===== src/tch_map.svh =====
/*
 * Register offsets, reset values, field positions and command codes of the
 * touch output logic block. Assumes byte-wide registers on an 8-bit index.
 */
`ifndef TCH_MAP_SVH
`define TCH_MAP_SVH

`define TCH_OFS_STATUS 8'h00
`define TCH_OFS_OUT_LEVEL 8'h04
`define TCH_OFS_SENSE_EN 8'h07
`define TCH_OFS_OUT_EN 8'h08
`define TCH_OFS_STRONG 8'h11
`define TCH_OFS_LSEL0 8'h1C
`define TCH_OFS_LIN0 8'h1E
`define TCH_OFS_LSEL1 8'h21
`define TCH_OFS_LIN1 8'h23
`define TCH_OFS_NOISE 8'h4E
`define TCH_OFS_BUCKET 8'h4F
`define TCH_OFS_CMD 8'hA0

`define TCH_RST_OUT_LEVEL 8'h03
`define TCH_RST_SENSE_EN 8'h03
`define TCH_RST_OUT_EN 8'h03
`define TCH_RST_STRONG 8'h03
`define TCH_RST_LSEL 8'h00
`define TCH_RST_LIN0 8'h01
`define TCH_RST_LIN1 8'h02
`define TCH_RST_NOISE 8'h28
`define TCH_RST_BUCKET 8'h64

`define TCH_BIT_LOGIC_EN 7
`define TCH_BIT_LOGIC_INV 1
`define TCH_BIT_LOGIC_AND 0
`define TCH_LSEL_MASK 8'h83

`define TCH_CMD_NORMAL 8'h07
`define TCH_CMD_SETUP 8'h08

`endif


===== src/tch_pkg.sv =====
/*
 * Types shared by the touch output logic block.
 * Assumes the constants of tch_map.svh for all numeric values other than the mode encodings defined here.
 */
package tch_pkg;
	typedef enum logic [1:0] {
		TCH_NORMAL = 2'b01,
		TCH_SETUP = 2'b10
	} tch_mode_t;

	typedef logic [7:0] tch_byte_t;
endpackage


===== src/tch_trk_if.sv =====
/*
 * Carrier between the register block and the baseline trackers.
 * Assumes both ends run on the same clock.
 */
`timescale 1ns/100ps
interface tch_trk_if #(
	parameter int N = 2,
	parameter int W = 16
);
	logic [N*W-1:0] raw;
	logic [N-1:0] valid;
	logic [N-1:0] enable;
	tch_pkg::tch_byte_t noise_limit;
	tch_pkg::tch_byte_t bucket_limit;
	logic [N*W-1:0] baseline;

	modport ctrl (output raw, output valid, output enable, output noise_limit,
		output bucket_limit, input baseline);
	modport trk (input raw, input valid, input enable, input noise_limit,
		input bucket_limit, output baseline);
endinterface


===== src/tch_baseline.sv =====
/*
 * Per-sensor baseline tracking with a noise gate and an update bucket.
 * Assumes raw counts arrive on the block clock with a one-cycle valid.
 */
`timescale 1ns/100ps
module tch_baseline #(
	parameter int N = 2,
	parameter int W = 16
) (
	input wire logic clk,
	input wire logic rst,
	tch_trk_if.trk t
);
	for (genvar i = 0; i < N; i++) begin : g_sns
		logic [W-1:0] bl_q, bl_d, raw, diff;
		logic [8:0] bk_q, bk_d, sum;
		logic seen_q, seen_d, quiet;

		assign raw = t.raw[i*W +: W];
		assign diff = raw - bl_q;
		// Only a positive excursion under the noise limit feeds the bucket
		assign quiet = (raw > bl_q) && (diff < {{(W-8){1'b0}}, t.noise_limit});
		assign sum = bk_q + {1'b0, diff[7:0]};

		always_comb begin
			bl_d = bl_q;
			bk_d = bk_q;
			seen_d = seen_q;
			if (t.valid[i] && t.enable[i]) begin
				if (!seen_q) begin
					// First sample after reset seeds the baseline
					bl_d = raw;
					bk_d = 9'h000;
					seen_d = 1'b1;
				end else if (quiet) begin
					if (sum >= {1'b0, t.bucket_limit}) begin
						bl_d = bl_q + {{(W-1){1'b0}}, 1'b1};
						bk_d = 9'h000;
					end else begin
						bk_d = sum;
					end
				end
			end
		end

		always_ff @(posedge clk) begin
			if (rst) begin
				bl_q <= '0;
				bk_q <= 9'h000;
				seen_q <= 1'b0;
			end else begin
				bl_q <= bl_d;
				bk_q <= bk_d;
				seen_q <= seen_d;
			end
		end

		assign t.baseline[i*W +: W] = bl_q;

	end
endmodule // tch_baseline


===== src/tch_gpo_top.sv =====
/*
 * Touch controller output logic: configuration registers, per-output
 * AND/OR logic over sensor states, pin drive and baseline tracking.
 * Assumes a serial front end that delivers byte register accesses on clk,
 * and a sensing core that supplies touch states and raw counts on clk.
 */
`timescale 1ns/100ps
`include "tch_map.svh"

module tch_gpo_top #(
	parameter int N = 2,
	parameter int W = 16
) (
	// Clock and reset
	input wire logic clk,
	input wire logic rst,
	// Register access from the serial front end
	input wire logic [7:0] reg_addr,
	input wire logic [7:0] reg_wdata,
	input wire logic reg_wr,
	input wire logic reg_rd,
	output logic [7:0] reg_rdata,
	// Sensing core
	input wire logic [N-1:0] touch_state,
	input wire logic [N*W-1:0] raw_count,
	input wire logic [N-1:0] raw_valid,
	output logic [N*W-1:0] baseline,
	// Output pins
	input wire logic [N-1:0] pin_in,
	output logic [N-1:0] pin_out,
	output logic [N-1:0] pin_oe_n,
	output logic [N-1:0] pin_strong,
	// Mode
	output logic setup_mode
);
	localparam logic [7:0] RST_OUT_LEVEL = `TCH_RST_OUT_LEVEL;
	localparam logic [7:0] RST_SENSE_EN = `TCH_RST_SENSE_EN;
	localparam logic [7:0] RST_OUT_EN = `TCH_RST_OUT_EN;
	localparam logic [7:0] RST_STRONG = `TCH_RST_STRONG;
	localparam logic [7:0] LSEL_OFS [2] = '{`TCH_OFS_LSEL0, `TCH_OFS_LSEL1};
	localparam logic [7:0] LIN_OFS [2] = '{`TCH_OFS_LIN0, `TCH_OFS_LIN1};
	localparam logic [7:0] LIN_RST [2] = '{`TCH_RST_LIN0, `TCH_RST_LIN1};

	// Register state
	tch_pkg::tch_mode_t mode_q, mode_d;
	logic [N-1:0] out_level_q, out_level_d;
	logic [N-1:0] sense_en_q, sense_en_d;
	logic [N-1:0] out_en_q, out_en_d;
	logic [N-1:0] strong_q, strong_d;
	tch_pkg::tch_byte_t lsel_q [N];
	tch_pkg::tch_byte_t lsel_d [N];
	tch_pkg::tch_byte_t lin_q [N];
	tch_pkg::tch_byte_t lin_d [N];
	tch_pkg::tch_byte_t noise_q, noise_d;
	tch_pkg::tch_byte_t bucket_q, bucket_d;
	tch_pkg::tch_byte_t rdata_q, rdata_d;

	// Pin state
	logic [N-1:0] pin_s1_q, pin_s2_q;
	logic [N-1:0] pin_out_q, pin_out_d;
	logic [N-1:0] pin_oe_n_q, pin_oe_n_d;
	logic [N-1:0] pin_strong_q, pin_strong_d;

	logic [N-1:0] live_touch;
	logic [N-1:0] logic_res;
	logic in_setup;

	assign in_setup = (mode_q == tch_pkg::TCH_SETUP);
	// Disabled sensors never report a touch to the output logic
	assign live_touch = touch_state & sense_en_q;

	for (genvar i = 0; i < N; i++) begin : g_logic
		logic [N-1:0] sel, hit;
		logic any_v, all_v, comb_v;

		assign sel = lin_q[i][N-1:0];
		assign hit = live_touch & sel;
		assign any_v = |hit;
		assign all_v = &(live_touch | ~sel);
		assign comb_v = lsel_q[i][`TCH_BIT_LOGIC_AND] ? all_v : any_v;
		assign logic_res[i] = comb_v ^ lsel_q[i][`TCH_BIT_LOGIC_INV];
	end

	// Register writes and mode changes
	always_comb begin
		mode_d = mode_q;
		out_level_d = out_level_q;
		sense_en_d = sense_en_q;
		out_en_d = out_en_q;
		strong_d = strong_q;
		lsel_d = lsel_q;
		lin_d = lin_q;
		noise_d = noise_q;
		bucket_d = bucket_q;
		if (reg_wr) begin
			case (reg_addr)
				`TCH_OFS_OUT_LEVEL: begin
					for (int i = 0; i < N; i++) begin
						// A logic-driven output keeps its stored level untouched
						if (!lsel_q[i][`TCH_BIT_LOGIC_EN]) begin
							out_level_d[i] = reg_wdata[i];
						end
					end
				end
				`TCH_OFS_SENSE_EN: begin
					if (in_setup) begin
						sense_en_d = reg_wdata[N-1:0];
					end
				end
				`TCH_OFS_OUT_EN: begin
					if (in_setup) begin
						out_en_d = reg_wdata[N-1:0];
					end
				end
				`TCH_OFS_STRONG: begin
					if (in_setup) begin
						strong_d = reg_wdata[N-1:0];
					end
				end
				`TCH_OFS_NOISE: begin
					noise_d = reg_wdata;
				end
				`TCH_OFS_BUCKET: begin
					bucket_d = reg_wdata;
				end
				`TCH_OFS_CMD: begin
					if (reg_wdata == `TCH_CMD_SETUP) begin
						mode_d = tch_pkg::TCH_SETUP;
					end else if (reg_wdata == `TCH_CMD_NORMAL) begin
						mode_d = tch_pkg::TCH_NORMAL;
					end
				end
				default: begin
				end
			endcase
			for (int i = 0; i < N; i++) begin
				// Logic select writes while the output is disabled are dropped; input select writes always land
				if (reg_addr == LSEL_OFS[i] && out_en_q[i]) begin
					lsel_d[i] = reg_wdata & `TCH_LSEL_MASK;
				end
				if (reg_addr == LIN_OFS[i]) begin
					lin_d[i] = {{(8-N){1'b0}}, reg_wdata[N-1:0]};
				end
			end
		end
	end

	// Read mux; the write-only level and command registers read as zero
	always_comb begin
		rdata_d = rdata_q;
		if (reg_rd) begin
			rdata_d = 8'h00;
			case (reg_addr)
				`TCH_OFS_STATUS: rdata_d = {{(8-N){1'b0}}, pin_s2_q};
				`TCH_OFS_SENSE_EN: rdata_d = {{(8-N){1'b0}}, sense_en_q};
				`TCH_OFS_OUT_EN: rdata_d = {{(8-N){1'b0}}, out_en_q};
				`TCH_OFS_STRONG: rdata_d = {{(8-N){1'b0}}, strong_q};
				`TCH_OFS_NOISE: rdata_d = noise_q;
				`TCH_OFS_BUCKET: rdata_d = bucket_q;
				default: begin
				end
			endcase
			for (int i = 0; i < N; i++) begin
				if (reg_addr == LSEL_OFS[i]) begin
					rdata_d = lsel_q[i];
				end
				if (reg_addr == LIN_OFS[i]) begin
					rdata_d = lin_q[i];
				end
			end
		end
	end

	// Pin drive
	always_comb begin
		for (int i = 0; i < N; i++) begin
			pin_out_d[i] = lsel_q[i][`TCH_BIT_LOGIC_EN] ? logic_res[i]
				: out_level_q[i];
		end
		pin_oe_n_d = ~out_en_q;
		pin_strong_d = strong_q & out_en_q;
	end

	always_ff @(posedge clk) begin
		if (rst) begin
			mode_q <= tch_pkg::TCH_NORMAL;
			out_level_q <= RST_OUT_LEVEL[N-1:0];
			sense_en_q <= RST_SENSE_EN[N-1:0];
			out_en_q <= RST_OUT_EN[N-1:0];
			strong_q <= RST_STRONG[N-1:0];
			for (int i = 0; i < N; i++) begin
				lsel_q[i] <= `TCH_RST_LSEL;
				lin_q[i] <= LIN_RST[i];
			end
			noise_q <= `TCH_RST_NOISE;
			bucket_q <= `TCH_RST_BUCKET;
			rdata_q <= 8'h00;
			pin_s1_q <= '0;
			pin_s2_q <= '0;
			pin_out_q <= RST_OUT_LEVEL[N-1:0];
			pin_oe_n_q <= ~RST_OUT_EN[N-1:0];
			pin_strong_q <= RST_STRONG[N-1:0] & RST_OUT_EN[N-1:0];
		end else begin
			mode_q <= mode_d;
			out_level_q <= out_level_d;
			sense_en_q <= sense_en_d;
			out_en_q <= out_en_d;
			strong_q <= strong_d;
			lsel_q <= lsel_d;
			lin_q <= lin_d;
			noise_q <= noise_d;
			bucket_q <= bucket_d;
			rdata_q <= rdata_d;
			pin_s1_q <= pin_in;
			pin_s2_q <= pin_s1_q;
			pin_out_q <= pin_out_d;
			pin_oe_n_q <= pin_oe_n_d;
			pin_strong_q <= pin_strong_d;
		end
	end

	assign reg_rdata = rdata_q;
	assign pin_out = pin_out_q;
	assign pin_oe_n = pin_oe_n_q;
	assign pin_strong = pin_strong_q;
	assign setup_mode = mode_q[1];

	// Baseline trackers see only enabled sensors
	tch_trk_if #(.N(N), .W(W)) trk_bus ();
	assign trk_bus.raw = raw_count;
	assign trk_bus.valid = raw_valid;
	assign trk_bus.enable = sense_en_q;
	assign trk_bus.noise_limit = noise_q;
	assign trk_bus.bucket_limit = bucket_q;
	assign baseline = trk_bus.baseline;

	tch_baseline #(.N(N), .W(W)) u_baseline (
		.clk(clk),
		.rst(rst),
		.t(trk_bus)
	);
endmodule // tch_gpo_top


===== config.mk =====
export PLATFORM = sky130hd
export DESIGN_NAME = tch_gpo_top
export DESIGN_NICKNAME = d
export VERILOG_FILES = /design/src/tch_pkg.sv /design/src/tch_trk_if.sv /design/src/tch_baseline.sv /design/src/tch_gpo_top.sv
export VERILOG_INCLUDE_DIRS = /design/src
export SDC_FILE = /design/constraint.sdc
export NUM_CORES = 1
export LEC_CHECK = 0
export BUFFER_PORTS_ARGS = -buffer_cell sky130_fd_sc_hd__buf_2
export CAP_MARGIN = 5
export CORE_ASPECT_RATIO = 0.5
export CORE_MARGIN = 2
export CORE_UTILIZATION = 54
export DETAILED_ROUTE_END_ITERATION = 8
export PLACE_DENSITY = 0.88
export SKIP_LAST_GASP = 1
export SLEW_MARGIN = 5
export SYNTH_ARGS = -nofsm -noshare
export SYNTH_HDL_FRONTEND = slang
export SYNTH_SLANG_ARGS = --single-unit

===== constraint.sdc =====
create_clock -name clk -period 5.1 [get_ports clk]
set_input_delay 1.02 -clock clk [delete_from_list [all_inputs] [get_ports clk]]
set_output_delay 1.02 -clock clk [all_outputs]
set_load 0.05 [all_outputs]

==> impl_metrics.ini, run 1 <==
[run_status]
outcome = finished clean

[timing]
hold_viol_final = 0
clock.fmax_mhz = 202
skew_ns = 0.0165
grt_setup_unrepaired = true
slew_violations = 0
setup_viol = 0
period_needed_ns = 4.94
worstMarginPinSlew_ns = 1.05
relSlewSlack_pct = 30.1
fin_crit_sh_pct = 96.9

[yosys]
yosys-top-cells-count = 106 x dfxtp_1, 100 x nand2_1, 88 x a21oi_1, 82 x ha_1
synth_seq_area_share_pct = 25.9
synth.mux.area_fraction_pct = 2.47
synth_cells = 1056
syn_avg_cell_area_um2 = 7.77
synth_edf_count = 0
yosysMostFrequentCell = dfxtp_1
yosys_most_used_dff = dfxtp_1
ys_ff_latch = 106
synth_xor_area_share_pct = 3.42
synthAdderAreaFrac_pct = 13.5
synth-compound-area-share_pct = 26.3
synth_nets = 1200
syn_area_um2 = 8210
synth.distinct_cells = 75
synthTopCellsByArea = dfxtp_1 26%, ha_1 13%, a21oi_1 5.4%, nand3_1 4.7%, nand2_1 4.6%
synth_top_family_by_area = compound AO/OA/AOI/OAI gates
async_flop_share_pct = 0
synth_top_area_share_pct = 25.9
yosysWarnings = 0
synth-simple-area-share_pct = 22.3
yosys.area.top_type = dfxtp_1

[pwr]
design_power_total_mw = 2.55
ir_drop_v = 0.000235
pwr_density_cell_nw_per_um2 = 268
p_leak_nw = 4.06

[setup_path]
r2r-end = u_baseline.g_sns[0].bl_q[1]
path_depth = 25
cp_top_family = compound AO/OA/AOI/OAI gates
max_stage_delay_ns = 0.39
worstPathRequired_ns = 5.37
endpoint = u_baseline.g_sns[1].bl_q[2]
critical_path.max_fanout = 7
r2r_start = u_baseline.g_sns[0].bl_q[0]
rr_worst_depth = 19
path_buf_inv = 6
critical_path.startpoint_type = input port
crit_path_frequent_cell = ha_1
cp-end-kind = flop
arrival_ns = 5.22
worst-r2r-setup-slack_ns = 0.53
crit_type = input port to flop
worstSetupStartpoint = raw_count[16]
slowest_stage = fa_1

[global_route]
grt_pass1_vias = 8306
track_usage_pct = 29.2
antenna_found_initial = 0
grt_max_degree = 50
grt_first_pass_wirelength_mm = 39.2
overflow = 0

[routing]
drt_wl_total_mm = 24.2
drtIter0Drc = 847
vias = 8748
vias_per_cell = 6.39
wl_per_cell_um = 17.7
drt.antenna.violating_nets = 0
firstDrtPassIters = 6
drc = 0

[final_layout]
diodes = 0
nets = 1309
drive_gt1_share_pct = 16.8
area_growth_pct = 16.1
n_fill_cell = 1231
fin_cells = 1368

[clock_network]
numCtsBuffers = 9
clk_latency_ns = 0.36
cts_tree = done
path_clk_slew_ns = 0.09
holdBufCountCts = 0
cts_buffer_depth = 2
root_buffer = clkbuf_16
htree_levels = 3
cts_sinks = 106

[die]
rows = 31
die_h_um = 91.2
dieWidth_um = 178
start_util_pct = 56.0
core-area_um2 = 14700
dieArea_um2 = 16300
ioPinCount = 105

[job]
max_cap_viol_count = 0

[placed_design]
port_buffers = 104
hpwl_mm = 17.9
place.gp.congestion = 0.940
placed_cells = 1349

[min_path]
hold_path.class = flop to flop
min_path_cells = 1
## worst register-to-register path, cell delays in order, from the launching register on
cell and delay (ns):
dfxtp_1 0.44, ha_1 0.22, inv_1 0.06, fa_2 0.55, inv_1 0.06, fa_1 0.43
nor2b_1 0.13, o21ai_0 0.12, buf_4 0.15, a21oi_1 0.19, nor2_1 0.08, xnor2_1 0.28
ha_1 0.32, a21o_1 0.18, a31oi_1 0.20, o2111a_1 0.29, o31a_1 0.26, buf_4 0.22
a211oi_1 0.07, a211oi_1 0.23
## cell usage in the layout, fill, tap and decap left out, types with 7 or more instances in the layout
cell type	count
dfxtp_1	106
buf_2	104
nand2_1	100
a21oi_1	87
ha_1	82
inv_1	77
nand3_1	77
nor2_1	70
buf_4	45
nor3_1	29
o21ai_0	28
xnor2_1	23
a21o_1	20
mux2i_1	18
a211oi_1	16
nor2b_1	15
o31ai_1	15
a211o_1	14
or3_1	14
o2111ai_1	13
o21ai_1	11
nor4_1	11
nand4_1	10
o211ai_1	9
clkbuf_16	9
xor2_1	8
and3_1	8
nor3b_1	7
a41o_1	7
a221oi_1	7
a22oi_1	7
## kinds of logic (layout without fill, tap and decap cells)
family	after synthesis	in the layout
compound gates	308	308
xor+xnor	32	32
fa+ha+maj	86	86
buf+inv	132	246
flops	106	106
mux	20	20
simple gates	372	372
## what timing repair did
action | CTS | global route
buffers inserted | 0 | 3
setup endpoints to repair | 0 | 41
resized for setup | 0 | 17
## cell type report
class | count | area, um2 | area share, %
repair buffers | 152 | 910 | 9.55
well taps | 198 | 248 | 2.60
clock inverters | 7 | 80.1 | 0.841
clock buffers | 9 | 225 | 2.36
inverters | 78 | 293 | 3.07
flip-flops and latches | 106 | 2120 | 22.3
multi-input cells | 818 | 5650 | 59.3
## report_power, final
group / leakage [nW] / switching [mW] / internal (mW)
Combinational: 3.05 / 0.560 / 0.379
Clock: 0.146 / 0.377 / 0.351
Sequential: 0.862 / 0.0327 / 0.855
Total: 4.06 / 0.969 / 1.59
## layer usage
metal / vias to the layer above / global-route usage (%) / part of all wire, %
li1: 4137 / - / -
met1: 4138 / 39.4 / 44
met2: 418 / 47.2 / 46
met3: 55 / 4.61 / 7.4
met4: 0 / 10.1 / 2.2
met5: - / 0 / 0
## registers in the layout, indices dropped and copies added, names as in the netlist, 4 cells and up
signal / flops
noise_q: 8
lsel_q: 6
reg_rdata: 8
u_baseline.g_sns.bl_q: 32
g_logic.sel: 4
u_baseline.g_sns.bk_q: 18
bucket_q: 8
## through the flow
| stage | hold slack, ns | area [um2] | utilization [%] | setup TNS, ns | worst slack (ns) |
|---|---|---|---|---|---|
| 2_1_floorplan | 0.414 | 8210 | - | 0 | 0.0454 |
| 6_report | 0.466 | 9520 | 65.0 | 0 | 0.157 |
| 4_1_cts | 0.466 | 9440 | 64.4 | 0 | 0.114 |
| 5_1_grt | 0.485 | 9520 | 65.0 | -0.0692 | -0.0368 |
| 3_5_place_dp | 0.453 | 9140 | 62.3 | -3.50 | -0.208 |
| 3_3_place_gp | 0.449 | 9140 | 62.3 | -0.154 | -0.0273 |
## worst min-delay path by stage
stage,from,end,slack [ns]
6_report,pin_s1_q[1],pin_s2_q[1],0.47
5_1_grt,pin_s1_q[1],pin_s2_q[1],0.48
4_1_cts,pin_s1_q[1],pin_s2_q[1],0.47
3_5_place_dp,pin_s1_q[1],pin_s2_q[1],0.45
3_3_place_gp,pin_s1_q[0],pin_s2_q[0],0.45
2_1_floorplan,pin_s1_q[0],pin_s2_q[0],0.41
Power figures use the tool's default switching activity.
==> run 2, diff against run 1 <==
--- a/config.mk
+++ b/config.mk
@@ -10,9 +10,9 @@
 export CAP_MARGIN = 5
 export CORE_ASPECT_RATIO = 0.5
 export CORE_MARGIN = 2
-export CORE_UTILIZATION = 54
+export CORE_UTILIZATION = 60
 export DETAILED_ROUTE_END_ITERATION = 8
-export PLACE_DENSITY = 0.88
+export PLACE_DENSITY = 0.92
 export SKIP_LAST_GASP = 1
 export SLEW_MARGIN = 5
 export SYNTH_ARGS = -nofsm -noshare
==> constraint.sdc (replaced) <==
create_clock -name clk -period 6.2 [get_ports clk]
set_input_delay 1.24 -clock clk [delete_from_list [all_inputs] [get_ports clk]]
set_output_delay 1.24 -clock clk [all_outputs]
set_load 0.05 [all_outputs]
==> impl_metrics.ini, run 2 (synthesized netlist as in run 1, its figures left out) <==
[run_status]
outcome = finished clean

[die]
rows = 30
start_util_pct = 61.1
ioPinCount = 105
dieWidth_um = 169
die_h_um = 86.7
dieArea_um2 = 14700
core-area_um2 = 13400

[timing]
fin_crit_sh_pct = 94.0
hold_viol_final = 0
slew_violations = 0
grt_setup_unrepaired = false
setup_tns_ns = 0
clock.fmax_mhz = 172
setup_slack_ns = 0.370
worstMarginPinSlew_ns = 1.09
skew_ns = 0.0152
period_needed_ns = 5.83
setup_viol = 0
relSlewSlack_pct = 27.3

[clock_network]
cts_sinks = 106
htree_levels = 3
numCtsBuffers = 9
cts_tree = done
ctsResizeCount = 0
holdBufCountCts = 0
root_buffer = clkbuf_16
clk_latency_ns = 0.37
path_clk_slew_ns = 0.09
post_cts_buffers = 0
cts_buffer_depth = 2

[setup_path]
rr_worst_depth = 18
worst-r2r-setup-slack_ns = 0.95
r2r-end = u_baseline.g_sns[0].bl_q[14]
critical_path.startpoint_type = input port
r2r_start = u_baseline.g_sns[0].bl_q[0]
cp-end-kind = flop
crit_type = input port to flop
critical_path.max_fanout = 9
worstPathRequired_ns = 6.49
arrival_ns = 6.12

[pwr]
comb_power_share_pct = 34.1
pwr_density_cell_nw_per_um2 = 228
seqPwrFrac_pct = 35.1
p_sw_mw = 0.786
ir_drop_v = 0.000151
p_leak_nw = 3.86
clkPwrFrac_pct = 30.8
p_int_mw = 1.30
switching_share_pct = 37.8
design_power_total_mw = 2.08

[routing]
drt.antenna.violating_nets = 0
vias_per_cell = 6.64
wl_per_cell_um = 17.9
drt_wl_total_mm = 23.4
firstDrtPassIters = 7
drc = 0
vias = 8675
drtIter0Drc = 930

[global_route]
antenna_found_initial = 0
track_usage_pct = 31.6
overflow = 0
grt_max_degree = 58
grt_pass1_vias = 8249
grt_first_pass_wirelength_mm = 38.4

[final_layout]
register_area_um2 = 2120
drive_gt1_share_pct = 12.8
largest_register_ffs = 32
top_register = u_baseline.g_sns.bl_q
layout_commonest_cell = dfxtp_1
nets = 1269
diodes = 0
final_cell_mix = 106 x dfxtp_1, 104 x buf_2, 100 x nand2_1
top_regs = u_baseline.g_sns.bl_q: 32 flops, u_baseline.g_sns.bk_q: 18 flops
multi_input_area_um2 = 5590
area_growth_pct = 11.4
n_fill_cell = 1068

[min_path]
hold_path.class = flop to flop
min_from = pin_s1_q[1]
min_path_cells = 1
hold_end = pin_s2_q[1]

[placed_design]
hpwl_mm = 16.8
dp_slack_ns = 0.124
port_buffers = 104
place.gp.congestion = 0.991

[job]
max_cap_viol_count = 0
run 2: how the worst max path moves through the flow:
stage / start / slack [ns] / cells past startpoint / to
2_1_floorplan: raw_count[16] / 0.86 / 22 / u_baseline.g_sns[1].bl_q[14]
3_3_place_gp: raw_count[16] / 0.41 / 18 / u_baseline.g_sns[1].bl_q[14]
3_5_place_dp: raw_count[16] / 0.12 / 23 / u_baseline.g_sns[1].bl_q[14]
4_1_cts: raw_count[0] / 0.47 / 20 / u_baseline.g_sns[0].bl_q[14]
5_1_grt: raw_count[20] / 0.06 / 18 / u_baseline.g_sns[1].bl_q[14]
6_report: raw_count[0] / 0.37 / 20 / u_baseline.g_sns[0].bl_q[14]
run 2: power by group through the flow:
stage | Clock (mW) | Sequential (mW) | Combinational [mW]
after CTS | 0.640 | 0.729 | 0.692
after global placement | 0 | 0.743 | 0.648
after detailed placement | 0 | 0.744 | 0.680
after floorplan | 0 | 0.793 | 0.456
after global routing | 0.664 | 0.733 | 0.775
final | 0.642 | 0.730 | 0.710
run 2: final cells by class:
| class | instances | share of cell area, % |
|---|---|---|
| multi-input combinational | 818 | 61.2 |
| sequential | 106 | 23.2 |
| timing repair buffer | 112 | 6.35 |
| inverter | 78 | 3.20 |
| clock buffer | 9 | 2.46 |
| tap | 176 | 2.41 |
| clock inverter | 7 | 1.18 |
run 2: worst max-delay path, stage by stage:
cell	delay [ns]
buf_2	0.09
inv_1	0.07
ha_1	0.16
inv_1	0.05
fa_1	0.42
a211oi_1	0.30
nor2_1	0.15
nor2_1	0.32
ha_1	0.33
a21oi_1	0.20
o21ai_0	0.22
a21o_1	0.23
a21oi_1	0.18
xnor2_1	0.20
ha_1	0.30
inv_1	0.08
o2111a_1	0.45
o31a_1	0.58
mux2_1	0.37
nor3_1	0.16
run 2: layer usage:
layer,GRT usage [%],vias up,wire length (um)
met5,0,-,0
met4,11.1,0,541
met3,6.30,75,2300
met2,53.4,503,10700
met1,40.7,4046,9860
li1,-,4051,-
run 2: through the flow:
| stage | util, % | hold slack, ns | instance area (um2) | cells |
|---|---|---|---|---|
| 2_1_floorplan | - | 0.414 | 8210 | 1056 |
| 3_3_place_gp | 65.5 | 0.445 | 8810 | 1290 |
| 3_5_place_dp | 65.5 | 0.454 | 8810 | 1290 |
| 4_1_cts | 68.0 | 0.467 | 9140 | 1306 |
| 5_1_grt | 68.0 | 0.482 | 9140 | 1306 |
| 6_report | 68.0 | 0.468 | 9140 | 1306 |
